$ cat src/rtl/tmb_regs.vh
// Register offsets, field positions and reset values of the two-wire master.
`ifndef TMB_REGS_VH
`define TMB_REGS_VH
// ----------------------------------------------------------------
// Register byte offsets.
// ----------------------------------------------------------------
`define TMB_OFF_CTRL 12'h000
`define TMB_OFF_CMD 12'h004
`define TMB_OFF_STAT 12'h008
`define TMB_OFF_BUF 12'h00C
`define TMB_OFF_BAUD 12'h010
// ----------------------------------------------------------------
// Control register fields.
// ----------------------------------------------------------------
`define TMB_CTRL_EN 0
`define TMB_CTRL_IE 1
// ----------------------------------------------------------------
// Command register fields (sequence enables and acknowledge data).
// ----------------------------------------------------------------
`define TMB_CMD_START 0
`define TMB_CMD_RSTART 1
`define TMB_CMD_STOP 2
`define TMB_CMD_ACK 3
`define TMB_CMD_ACKDT 4
// ----------------------------------------------------------------
// Status register fields; write one to clear the sticky ones.
// ----------------------------------------------------------------
`define TMB_ST_START 0
`define TMB_ST_STOP 1
`define TMB_ST_BF 2
`define TMB_ST_WRITE_COLLISION_FLAG 3
`define TMB_ST_BCOL 4
`define TMB_ST_EVT 5
`define TMB_ST_ACKSTAT 6
// ----------------------------------------------------------------
// Reset values.
// ----------------------------------------------------------------
`define TMB_BAUD_RST 8'h09
`endif

$ cat src/rtl/tmb_master.v
// Two-wire bus master with arbitration, collision detection and baud counter behind APB.
//
// Summary of operation
// - Slave role keeps waking the processor during sleep; the module has no slave role.
// - Reset disables port and ends transfer.
// - Start/stop seen cleared on reset or disable.
// - Stop on busy bus raises event interrupt.
// - Released one read as zero is collision.
// - Byte collision halts, clears full, releases lines.
// - Sequence collision aborts and clears enable bit.
// - After collision, stop sets serial event flag.
// - New buffer write restarts from first bit.
// - Low line at start begin is collision.
// - Start counts with data high; clock low collides.
// - Data low during first count: assert early.
// - Second start count ignores clock; then clock low.
// - Repeated start: clock high, data low collides.
// - Clock falling before data driven is collision.
// - Both high at timeout: data low, clock low.
// - Stop: data low after timeout is collision.
// - Stop: clock low before data release collides.
// - Counter reloads from software value, stops when done.
// - Two reloads per bus clock period.
// - Buffer write during stop sets write collision.
`timescale 1ns/100ps
`include "tmb_regs.vh"
module tmb_master (
	input wire i_clk,
	input wire i_reset_n,
	input wire i_psel,
	input wire i_penable,
	input wire i_pwrite,
	input wire [11:0] i_paddr,
	input wire [31:0] i_pwdata,
	output reg [31:0] o_prdata,
	output reg o_pready,
	output reg o_pslverr,
	input wire i_scl,
	output reg o_scl,
	output reg o_scl_oe_n,
	input wire i_sda,
	output reg o_sda,
	output reg o_sda_oe_n,
	output reg o_irq
);
	// ----------------------------------------------------------------
	// State codes, one-hot.
	// ----------------------------------------------------------------
	localparam [9:0] ST_IDLE = 10'h001;
	localparam [9:0] ST_S1 = 10'h002; // Start: data high, first count.
	localparam [9:0] ST_S2 = 10'h004; // Start: data low, second count.
	localparam [9:0] ST_R1 = 10'h008; // Restart: data released, count.
	localparam [9:0] ST_R2 = 10'h010; // Restart: clock released, wait high then count.
	localparam [9:0] ST_R3 = 10'h020; // Restart: data low, final count.
	localparam [9:0] ST_P1 = 10'h040; // Stop: data low, clock released.
	localparam [9:0] ST_P2 = 10'h080; // Stop: data released, count.
	localparam [9:0] ST_TX = 10'h100; // Byte shift including acknowledge bit.
	localparam [9:0] ST_AK = 10'h200; // Acknowledge sequence.
	// ----------------------------------------------------------------
	// Pin synchronisers.
	// ----------------------------------------------------------------
	reg scl_m_q; // First stage, read only by second.
	reg sda_m_q; // First stage, read only by second.
	reg scl_q; // Synchronised clock line.
	reg sda_q; // Synchronised data line.
	reg scl_p_q; // Previous clock level for edges.
	reg sda_p_q; // Previous data level for edges.
	// ----------------------------------------------------------------
	// Registers and state.
	// ----------------------------------------------------------------
	reg en_q; // Port enable.
	reg ie_q; // Interrupt enable.
	reg [4:0] cmd_q; // Sequence enables and acknowledge data.
	reg [7:0] baud_q; // Baud reload value.
	reg [7:0] buf_q; // Transfer buffer.
	reg bf_q; // Buffer full.
	reg write_collision_flag_q; // Write collision.
	reg bcol_q; // Bus collision.
	reg evt_q; // Serial event.
	reg ackstat_q; // Last acknowledge seen.
	reg sseen_q; // Start seen.
	reg pseen_q; // Stop seen.
	reg [9:0] st_q; // Sequencer state.
	reg [7:0] cnt_q; // Baud counter.
	reg run_q; // Counter running.
	reg half_q; // Clock phase inside a bit: 0 low, 1 high.
	reg [3:0] bit_q; // Bit index within byte, 8 is acknowledge.
	reg [7:0] sh_q; // Shift register.
	reg drv_scl_q; // Pull the clock low.
	reg drv_sda_q; // Pull the data line low.
	// ----------------------------------------------------------------
	// Bus decode and events.
	// ----------------------------------------------------------------
	wire acc = i_psel & i_penable;
	wire wr = acc & i_pwrite;
	wire wr_buf = wr & (i_paddr == `TMB_OFF_BUF);
	wire wr_cmd = wr & (i_paddr == `TMB_OFF_CMD);
	wire wr_stat = wr & (i_paddr == `TMB_OFF_STAT);
	wire idle = (st_q == ST_IDLE);
	wire tick = run_q & (cnt_q == 8'h00);
	// Start and stop seen on the bus, with clock high.
	wire start_det = scl_q & scl_p_q & sda_p_q & ~sda_q;
	wire stop_det = scl_q & scl_p_q & ~sda_p_q & sda_q;
	// A buffer write is refused outside idle.
	wire buf_ok = wr_buf & idle & en_q;
	// ----------------------------------------------------------------
	// Synchronisers: two flops before any logic reads the pins.
	// ----------------------------------------------------------------
	always @(posedge i_clk) begin
		if (!i_reset_n) begin
			scl_m_q <= 1'b1;
			sda_m_q <= 1'b1;
			scl_q <= 1'b1;
			sda_q <= 1'b1;
			scl_p_q <= 1'b1;
			sda_p_q <= 1'b1;
		end else begin
			scl_m_q <= i_scl;
			sda_m_q <= i_sda;
			scl_q <= scl_m_q;
			sda_q <= sda_m_q;
			scl_p_q <= scl_q;
			sda_p_q <= sda_q;
		end
	end
	// ----------------------------------------------------------------
	// APB answer: one wait-free access cycle, unmapped reads zero with error.
	// ----------------------------------------------------------------
	always @(posedge i_clk) begin
		if (!i_reset_n) begin
			o_prdata <= 32'h00000000;
			o_pready <= 1'b0;
			o_pslverr <= 1'b0;
		end else begin
			o_pready <= i_psel & ~i_penable;
			o_pslverr <= 1'b0;
			o_prdata <= 32'h00000000;
			if (i_psel & ~i_penable) begin
				case (i_paddr)
					`TMB_OFF_CTRL: o_prdata <= {30'h0, ie_q, en_q};
					`TMB_OFF_CMD: o_prdata <= {27'h0, cmd_q};
					`TMB_OFF_STAT: o_prdata <= {25'h0, ackstat_q, evt_q, bcol_q,
						write_collision_flag_q, bf_q, pseen_q, sseen_q};
					`TMB_OFF_BUF: o_prdata <= {24'h0, buf_q};
					`TMB_OFF_BAUD: o_prdata <= {24'h0, baud_q};
					default: o_pslverr <= 1'b1;
				endcase
			end
		end
	end
	// ----------------------------------------------------------------
	// Software registers that the sequencer does not touch.
	// ----------------------------------------------------------------
	always @(posedge i_clk) begin
		if (!i_reset_n) begin
			en_q <= 1'b0;
			ie_q <= 1'b0;
			baud_q <= `TMB_BAUD_RST;
		end else if (wr) begin
			if (i_paddr == `TMB_OFF_CTRL) begin
				en_q <= i_pwdata[`TMB_CTRL_EN];
				ie_q <= i_pwdata[`TMB_CTRL_IE];
			end
			// The reload value is taken as written; zero to two is a misuse.
			if (i_paddr == `TMB_OFF_BAUD) begin
				baud_q <= i_pwdata[7:0];
			end
		end
	end
	// ----------------------------------------------------------------
	// Bus monitor: start and stop seen, cleared on reset or disable.
	// ----------------------------------------------------------------
	always @(posedge i_clk) begin
		if (!i_reset_n || !en_q) begin
			sseen_q <= 1'b0;
			pseen_q <= 1'b0;
		end else if (start_det) begin
			sseen_q <= 1'b1;
			pseen_q <= 1'b0;
		end else if (stop_det) begin
			// Set stop-seen marks a free bus for software.
			pseen_q <= 1'b1;
			sseen_q <= 1'b0;
		end
	end
	// ----------------------------------------------------------------
	// Interrupt line: event flag or collision, gated by enable.
	// The event path has no clock gating; there is no slave role, so no slave-role wake.
	// ----------------------------------------------------------------
	always @(posedge i_clk) begin
		if (!i_reset_n) begin
			o_irq <= 1'b0;
		end else begin
			o_irq <= ie_q & (evt_q | bcol_q);
		end
	end
	// ----------------------------------------------------------------
	// Pin drivers: only ever pull low, else release.
	// ----------------------------------------------------------------
	always @(posedge i_clk) begin
		if (!i_reset_n) begin
			o_scl <= 1'b0;
			o_sda <= 1'b0;
			o_scl_oe_n <= 1'b1;
			o_sda_oe_n <= 1'b1;
		end else begin
			o_scl <= 1'b0;
			o_sda <= 1'b0;
			o_scl_oe_n <= ~drv_scl_q;
			o_sda_oe_n <= ~drv_sda_q;
		end
	end
	// ----------------------------------------------------------------
	// Sequencer, baud counter and flags.
	// ----------------------------------------------------------------
	always @(posedge i_clk) begin
		if (!i_reset_n || !en_q) begin
			// Reset or disable ends any transfer and frees the lines.
			st_q <= ST_IDLE;
			cnt_q <= 8'h00;
			run_q <= 1'b0;
			half_q <= 1'b0;
			bit_q <= 4'h0;
			sh_q <= 8'h00;
			drv_scl_q <= 1'b0;
			drv_sda_q <= 1'b0;
			cmd_q <= 5'h00;
			buf_q <= 8'h00;
			bf_q <= 1'b0;
			write_collision_flag_q <= 1'b0;
			bcol_q <= 1'b0;
			evt_q <= 1'b0;
			ackstat_q <= 1'b0;
		end else begin
			// Software clears sticky flags; hardware sets below win.
			if (wr_stat) begin
				if (i_pwdata[`TMB_ST_WRITE_COLLISION_FLAG]) write_collision_flag_q <= 1'b0;
				if (i_pwdata[`TMB_ST_BCOL]) bcol_q <= 1'b0;
				if (i_pwdata[`TMB_ST_EVT]) evt_q <= 1'b0;
			end
			if (wr_cmd && idle) begin
				cmd_q <= i_pwdata[4:0];
			end
			if (wr_buf && !buf_ok) begin
				write_collision_flag_q <= 1'b1;
			end
			// A stop on the busy bus always raises the event flag.
			if (stop_det && sseen_q) begin
				evt_q <= 1'b1;
			end
			// Reload counter, counts only while run_q is set; two ticks per bus clock.
			if (run_q) begin
				cnt_q <= (cnt_q == 8'h00) ? baud_q : cnt_q - 8'h01;
			end
			case (st_q)
				ST_IDLE: begin
					run_q <= 1'b0; // Counter stops, clock pin holds.
					if (buf_ok) begin
						// New byte always begins at its first bit.
						buf_q <= i_pwdata[7:0];
						sh_q <= i_pwdata[7:0];
						bf_q <= 1'b1;
						bit_q <= 4'h0;
						half_q <= 1'b0;
						drv_scl_q <= 1'b1;
						drv_sda_q <= ~i_pwdata[7];
						cnt_q <= baud_q;
						run_q <= 1'b1;
						st_q <= ST_TX;
					end else if (cmd_q[`TMB_CMD_START]) begin
						if (!sda_q || !scl_q) begin
							bcol_q <= 1'b1;
							cmd_q[`TMB_CMD_START] <= 1'b0;
						end else begin
							cnt_q <= baud_q;
							run_q <= 1'b1;
							st_q <= ST_S1;
						end
					end else if (cmd_q[`TMB_CMD_RSTART]) begin
						drv_sda_q <= 1'b0;
						cnt_q <= baud_q;
						run_q <= 1'b1;
						st_q <= ST_R1;
					end else if (cmd_q[`TMB_CMD_STOP]) begin
						drv_sda_q <= 1'b1;
						drv_scl_q <= 1'b0;
						st_q <= ST_P1;
					end else if (cmd_q[`TMB_CMD_ACK]) begin
						drv_scl_q <= 1'b1;
						drv_sda_q <= ~cmd_q[`TMB_CMD_ACKDT];
						cnt_q <= baud_q;
						run_q <= 1'b1;
						half_q <= 1'b0;
						st_q <= ST_AK;
					end
				end
				ST_S1: begin
					if (!sda_q) begin
						drv_sda_q <= 1'b1;
						cnt_q <= baud_q;
						st_q <= ST_S2;
					end else if (!scl_q) begin
						bcol_q <= 1'b1;
						cmd_q[`TMB_CMD_START] <= 1'b0;
						run_q <= 1'b0;
						st_q <= ST_IDLE;
					end else if (tick) begin
						drv_sda_q <= 1'b1;
						st_q <= ST_S2;
					end
				end
				ST_S2: begin
					// Clock level is not checked in this count.
					if (tick) begin
						drv_scl_q <= 1'b1;
						cmd_q[`TMB_CMD_START] <= 1'b0;
						evt_q <= 1'b1;
						run_q <= 1'b0;
						st_q <= ST_IDLE;
					end
				end
				ST_R1: begin
					if (tick) begin
						drv_scl_q <= 1'b0;
						run_q <= 1'b0;
						st_q <= ST_R2;
					end
				end
				ST_R2: begin
					if (!run_q) begin
						if (scl_q) begin
							if (!sda_q) begin
								bcol_q <= 1'b1;
								cmd_q[`TMB_CMD_RSTART] <= 1'b0;
								st_q <= ST_IDLE;
							end else begin
								cnt_q <= baud_q;
								run_q <= 1'b1;
							end
						end
					end else if (!scl_q && sda_q) begin
						bcol_q <= 1'b1;
						cmd_q[`TMB_CMD_RSTART] <= 1'b0;
						run_q <= 1'b0;
						st_q <= ST_IDLE;
					end else if (tick) begin
						drv_sda_q <= 1'b1;
						st_q <= ST_R3;
					end
				end
				ST_R3: begin
					if (tick) begin
						drv_scl_q <= 1'b1;
						cmd_q[`TMB_CMD_RSTART] <= 1'b0;
						evt_q <= 1'b1;
						run_q <= 1'b0;
						st_q <= ST_IDLE;
					end
				end
				ST_P1: begin
					if (!run_q) begin
						if (scl_q) begin
							cnt_q <= baud_q;
							run_q <= 1'b1;
						end
					end else if (!scl_q) begin
						bcol_q <= 1'b1;
						drv_sda_q <= 1'b0;
						cmd_q[`TMB_CMD_STOP] <= 1'b0;
						run_q <= 1'b0;
						st_q <= ST_IDLE;
					end else if (tick) begin
						drv_sda_q <= 1'b0;
						st_q <= ST_P2;
					end
				end
				ST_P2: begin
					if (tick) begin
						if (!sda_q) begin
							bcol_q <= 1'b1;
						end else begin
							evt_q <= 1'b1;
						end
						cmd_q[`TMB_CMD_STOP] <= 1'b0;
						run_q <= 1'b0;
						st_q <= ST_IDLE;
					end
				end
				ST_TX, ST_AK: begin
					if (tick) begin
						if (!half_q) begin
							drv_scl_q <= 1'b0;
							half_q <= 1'b1;
						end else if (scl_q) begin
							// Released one read back as zero: lost arbitration.
							if (!drv_sda_q && !sda_q && (st_q == ST_AK || bit_q != 4'h8)) begin
								bcol_q <= 1'b1;
								bf_q <= 1'b0;
								drv_sda_q <= 1'b0;
								cmd_q[`TMB_CMD_ACK] <= 1'b0;
								run_q <= 1'b0;
								st_q <= ST_IDLE;
							end else if (st_q == ST_AK || bit_q == 4'h8) begin
								if (st_q == ST_TX) ackstat_q <= sda_q;
								drv_scl_q <= 1'b1;
								drv_sda_q <= 1'b0;
								bf_q <= 1'b0;
								cmd_q[`TMB_CMD_ACK] <= 1'b0;
								evt_q <= 1'b1;
								run_q <= 1'b0;
								st_q <= ST_IDLE;
							end else begin
								drv_scl_q <= 1'b1;
								half_q <= 1'b0;
								bit_q <= bit_q + 4'h1;
								sh_q <= {sh_q[6:0], 1'b0};
								drv_sda_q <= (bit_q == 4'h7) ? 1'b0 : ~sh_q[6];
							end
						end else begin
							// Clock held low by another party: stretch.
							cnt_q <= 8'h00;
						end
					end
				end
				default: begin
					st_q <= ST_IDLE;
				end
			endcase
		end
	end
endmodule

$ cat config.mk
export PLATFORM = sky130hd
export DESIGN_NAME = tmb_master
export DESIGN_NICKNAME = d
export VERILOG_FILES = /design/src/rtl/tmb_master.v
export VERILOG_INCLUDE_DIRS = /design/src /design/src/rtl
export SDC_FILE = /design/constraint.sdc
export NUM_CORES = 1
export LEC_CHECK = 0
export ABC_AREA = 1
export BUFFER_PORTS_ARGS = -buffer_cell sky130_fd_sc_hd__buf_2
export CORE_MARGIN = 2
export CORE_UTILIZATION = 57
export DETAILED_ROUTE_END_ITERATION = 10
export PLACE_DENSITY = 0.8
export SYNTH_ARGS = -nofsm -noshare
export SYNTH_HDL_FRONTEND = slang
export SYNTH_SLANG_ARGS = --single-unit
$ cat constraint.sdc
create_clock -name i_clk -period 3.4 [get_ports i_clk]
set_clock_uncertainty 0.1 [all_clocks]
set_input_delay 0.34 -clock i_clk [delete_from_list [all_inputs] [get_ports i_clk]]
set_output_delay 0.34 -clock i_clk [all_outputs]
set_load 0.03 [all_outputs]
### Word-level counts from Yosys, hierarchy flattened

Cells that the tools add are included.

| cells by class | value |
|---|---|
| mux-type cells | 181 |
| reductions and logical operators | 44 |
| add/subtract/negate cells | 2 |
| bitwise operators | 25 |
| eq/ne operators | 49 |

Operators by type and width:

| cell | number |
|---|---|
| 10-bit two-way mux | 24 |
| 8-bit two-way mux | 17 |
| 1-bit two-way mux | 112 |
| 8-bit one-hot mux with 5 select lines | 2 |
| 10-bit one-hot mux with 7 select lines | 1 |
| 7-bit two-way mux | 6 |
| 4-bit two-way mux | 7 |
| 12-bit by 4-bit equality test with 1-bit output, second input constant | 2 |
| 2-bit != test, second input constant | 11 |
| 3-bit != test, second input constant | 7 |
| 4-bit != test, second input constant | 4 |
| 1-bit bitwise AND | 15 |
| 7-bit one-hot mux with 2 select lines | 1 |
| 14-bit AND reduction | 1 |
| 7-bit AND reduction | 2 |
| 12-bit by 3-bit equality test with 1-bit output, second input constant | 1 |
| 12-bit by 5-bit equality test with 1-bit output, second input constant | 1 |
| 12-bit zero test | 1 |
| 3-bit by 2-bit != test with 1-bit output, second input constant | 4 |
| 1-bit one-hot mux with 6 select lines | 2 |
| 6-bit AND reduction | 2 |
| 11-bit AND reduction | 1 |
| 10-bit by 1-bit equality test with 1-bit output, second input constant | 1 |
| 10-bit equality test, second input constant | 1 |
| 38 further kinds | 75 |

| word-level totals | value |
|---|---|
| logic and storage cells | 334 |
| bits of input ports | 51 |
| register bits after elaboration | 106 |
| output and inout port bits | 39 |

### Depth between registers and ports, before layout

| logic depth | value |
|---|---|
| depth in word-level cells | 11 |
| gate-level depth with buffers | 15 |
| mapped depth without buffers | 14 |

### Worst setup path after synthesis

No wires, ideal clock.

| timing | value |
|---|---|
| path type | register to register |
| start point | register cnt_q[0] |
| end point | register st_q[8] |
| setup time | 0.130 ns |
| stages on the path, launching flop included | 14 |
| arrival | 1.769 ns |
| path slack | 1.400 ns |
| required time | 3.170 ns |
| buffers on the path | 2 |
| period minus slack after synthesis | 2.000 ns |
| cell sequence | dfxtp_1 > inv_1 > ha_1 > nand2_2 > nor2_4 > nand2_2 > buf_6 > nand2_2 > nand3_4 > nor2_8 > nand3_4 > buf_6 > nand2_1 > a21oi_2 |

| between the ends | value |
|---|---|
| longest elaborated chain between the ends | 4 |
| elaborated cells on any way between the ends | 9 |
| classes of those cells | eq/ne (6); bitwise (1); reduce/logical (2) |

Ends and longest elaborated chain:

| what | line | RTL |
|---|---|---|
| from (decl) | tmb_master.v:84 | `reg [7:0] cnt_q;` |
| from (signal assigned) | tmb_master.v:253 | `cnt_q <= (cnt_q == 8'h00) ? baud_q : cnt_q - 8'h01;` |
| from (signal assigned) | tmb_master.v:267 | `cnt_q <= baud_q;` |
| from (signal assigned) | tmb_master.v:275 | `cnt_q <= baud_q;` |
| 8-bit zero test (*) | tmb_master.v:100 | `wire tick = run_q & (cnt_q == 8'h00);` |
| 1-bit bitwise AND (*) | tmb_master.v:100 |  |
| 4-bit != test (no source line), or another cell as far along | -- |  |
| 14-bit AND reduction (no source line) (*) | -- |  |
| to (signal assigned) | tmb_master.v:219 | `st_q <= ST_IDLE;` |
| to (signal assigned) | tmb_master.v:269 | `st_q <= ST_TX;` |
| to (signal assigned) | tmb_master.v:277 | `st_q <= ST_S1;` |
| to (decl) | tmb_master.v:83 | `reg [9:0] st_q;` |

Every way passes the cells marked *; elsewhere a longest branch is shown, timed or not.
A chain may end at the register's enable or synchronous reset.

### Final worst setup path

| timing | value |
|---|---|
| start point | register cnt_q[0] |
| end point | register bit_q[3] |

| between the ends | value |
|---|---|
| longest elaborated chain between the ends | 4 |

Ends and longest elaborated chain:

| what | line | RTL |
|---|---|---|
| 8-bit zero test | tmb_master.v:100 |  |
| 1-bit bitwise AND | tmb_master.v:100 |  |
| 2-bit != test (no source line) | -- |  |
| 7-bit AND reduction (no source line) | -- |  |
| to (signal assigned) | tmb_master.v:415 | `bit_q <= bit_q + 4'h1;` |
| to (decl) | tmb_master.v:87 | `reg [3:0] bit_q;` |

No other way between the ends.

==> results.tsv <==
metric	value	unit
clock root buffer	clkbuf_8	
pre-CTS setup slack	0.724	ns
Cells after DPL	1117	
min-delay worst type	in2reg	
post_cts resized	0	
CTS Hold Bufs	0	
vias in the first global route	5647	
Initial Utilization	0.584	
synth unique cells	46	
largest net degree at the start of global routing	32	
I/O pin count	90	
share of cells above drive strength 1	0.129	
final setup fails	0	
ANT nets after route	0	
clk slew on worst S/H paths	0.10	ns
layout net count	1046	
DR vias/cell	5.70	
Initial DRC Count	753	
switching pwr	0.000483	W
Yosys top cell area share	0.274	
Worst EP arrival	2.93	ns
DR pass1 iterations	5	
Num CTS Buffers	9	
Final Worst Setup Slack	0.673	ns
setup bufs post-CTS	0	
Post-synth EDFFs	0	
count leader, synth	nand2_1	
Async S/R FF share, synth	0	
final-report hold violation count	0	
first-pass GRT wire length	28.0	mm
Achievable Freq	367	MHz
Worst VDD drop	248	uV
#FFs+latches synth	82	
detailed placement HPWL	13.1	mm
die width	107	um
CTS max path bufs	2	
Reg power frac	0.534	
Internal	0.00133	W
total power	0.00181	W
Mean Syn Cell Area	6.24	sq um
RSZ-0062 raised after global routing	no	
Net Sw Frac	0.267	
initial antenna violation count	0	
Worst EP required	3.60	ns
largest area contributor in the netlist	dfxtp_1	
crit start category	register	
Combinational Power Share	0.058	
CP endpoint kind	register	
H-tree depth	3	
# port buffers	39	
Main synth FF type	dfxtp_1	
Routed WL	17.5	mm
placer's final routability congestion estimate	1.00	
clock network power share	0.408	
later-pin clock latency in the skew report	0.38	ns
Finished Layout Cells	1133	
Leak Pwr	2.95	nW
Slew Limit Fails	0	
die area	11400	sq um
fraction of the yosys area taken by sequential cells	0.274	
Rel. slew slack	0.571	
Core Footprint	10300	sq um
Tot GR Track Use	0.311	
Clock Sinks	82	
Area contributors post-synth	dfxtp_1 27%, nand2_1 13%, inv_1 7.2%	
Mapped Area	6000	sq um
area grow syn2layout	6.46	%
CP Max Fanout	19	
routed length per placed instance	15.4	um
outcome	complete, no violations	
Residual DRC	0	
Die H	107	um
Gate Count Post-Synth	961	
Yosys Warn Count	0	
Tcrit/Tclk final	0.802	
TNS Setup	0	ns
# diodes	0	
Worst-Margin Slew	0.641	ns
min cycle time layout	2.73	ns
grt total ovfl	0	
CP Class	reg2reg	
DR vias	6460	
final hold slack	0.0347	ns
Max Cap Viol	0	
synth cell count leaders	211 x nand2_1, 115 x inv_1, 109 x nor2_1, 86 x nand3_1, 82 x dfxtp_1	
num rows	37	
Pwr Density	283	nW/um^2
CTS tree	yes	
==> placed cells by master, fill, tap and decap left out, types with 9 or more instances in the layout <==
| cell | synthesis | layout |
|---|---|---|
| inv_1 | 115 | 115 |
| nor3_1 | 17 | 17 |
| o211ai_1 | 13 | 13 |
| dfxtp_1 | 82 | 82 |
| buf_4 | 28 | 9 |
| a21oi_1 | 56 | 56 |
| nand3_1 | 86 | 86 |
| clkbuf_8 | 0 | 9 |
| nor2_1 | 109 | 109 |
| conb_1 | 1 | 26 |
| nand2_2 | 15 | 15 |
| nand4_1 | 37 | 37 |
| o21ai_0 | 72 | 72 |
| nand2_1 | 211 | 211 |
| buf_2 | 10 | 39 |
==> worst max-delay path, cell delays in order, from the launching register on <==
cell and delay [ns]:
dfxtp_1 0.31, inv_1 0.15, ha_1 0.28, nand2_2 0.11, nor2_4 0.22, nand2_2 0.27, nand2_2 0.26, nand2_4 0.09
nor2_2 0.16, nand3_2 0.30, o21ai_0 0.23, nor3b_2 0.17
==> final timing paths <==
kind	slack, ns	cells past startpoint	end	start
worst max-delay path	0.67	11	bit_q[3]	cnt_q[0]
worst min-delay path	0.03	2	sda_m_q	i_sda
worst max register to register	0.67	11	bit_q[3]	cnt_q[0]
worst min register to register	0.28	1	o_scl_oe_n	drv_scl_q
==> power by group through the flow <==
| stage | Sequential (W) | Combinational (W) | Clock, W |
|---|---|---|---|
| detailed placement | 0.000990 | 0.000103 | 0 |
| finish | 0.000967 | 0.000105 | 0.000738 |
| floorplan | 0.000989 | 0.0000929 | 0 |
| CTS | 0.000967 | 0.000103 | 0.000739 |
| global route | 0.000967 | 0.000113 | 0.000777 |
| global placement | 0.000989 | 0.000102 | 0 |
==> stage by stage <==
| step | cell area, sq um | utilization |
|---|---|---|
| floorplan | 6090 | - |
| global placement | 6200 | 0.603 |
| detailed placement | 6200 | 0.603 |
| CTS | 6390 | 0.622 |
| global route | 6390 | 0.622 |
| finish | 6390 | 0.622 |
==> logic make-up (layout without fill, tap and decap cells) <==
logic type                 after synthesis  count (layout)  share of synthesized area
adders and majority gates                3               3                    0.00626
DFF                                     82              82                      0.274
AOI/OAI and AO/OA                      168             168                      0.156
buffers and inverters                  176             187                      0.133
and+or+nand+nor                        531             531                      0.431
other                                    1              26                   0.000625
==> registers in the layout, summed over array words and instances, names as in the netlist, 4 cells and up <==
name / cells
sh_q: 7
cnt_q: 8
o_prdata: 8
st_q: 10
bit_q: 4
cmd_q: 5
baud_q: 8
buf_q: 8
==> per-layer routing <==
layer	GRT usage	wire, um	vias up
met1	0.421	7320	2864
met2	0.491	7780	353
met3	0.0456	1750	56
met5	0	0	-
li1	-	-	3187
met4	0.137	633	0
==> area by class of cell <==
cell class / count / area (sq um)
fill: 1034 / 3890
multi-input combinational: 728 / 3650
sequential: 82 / 1640
inverter: 123 / 467
timing repair buffer: 48 / 263
tap: 136 / 170
clock buffer: 10 / 128
clock inverter: 6 / 65.1
(Power assumes the default switching activity.)
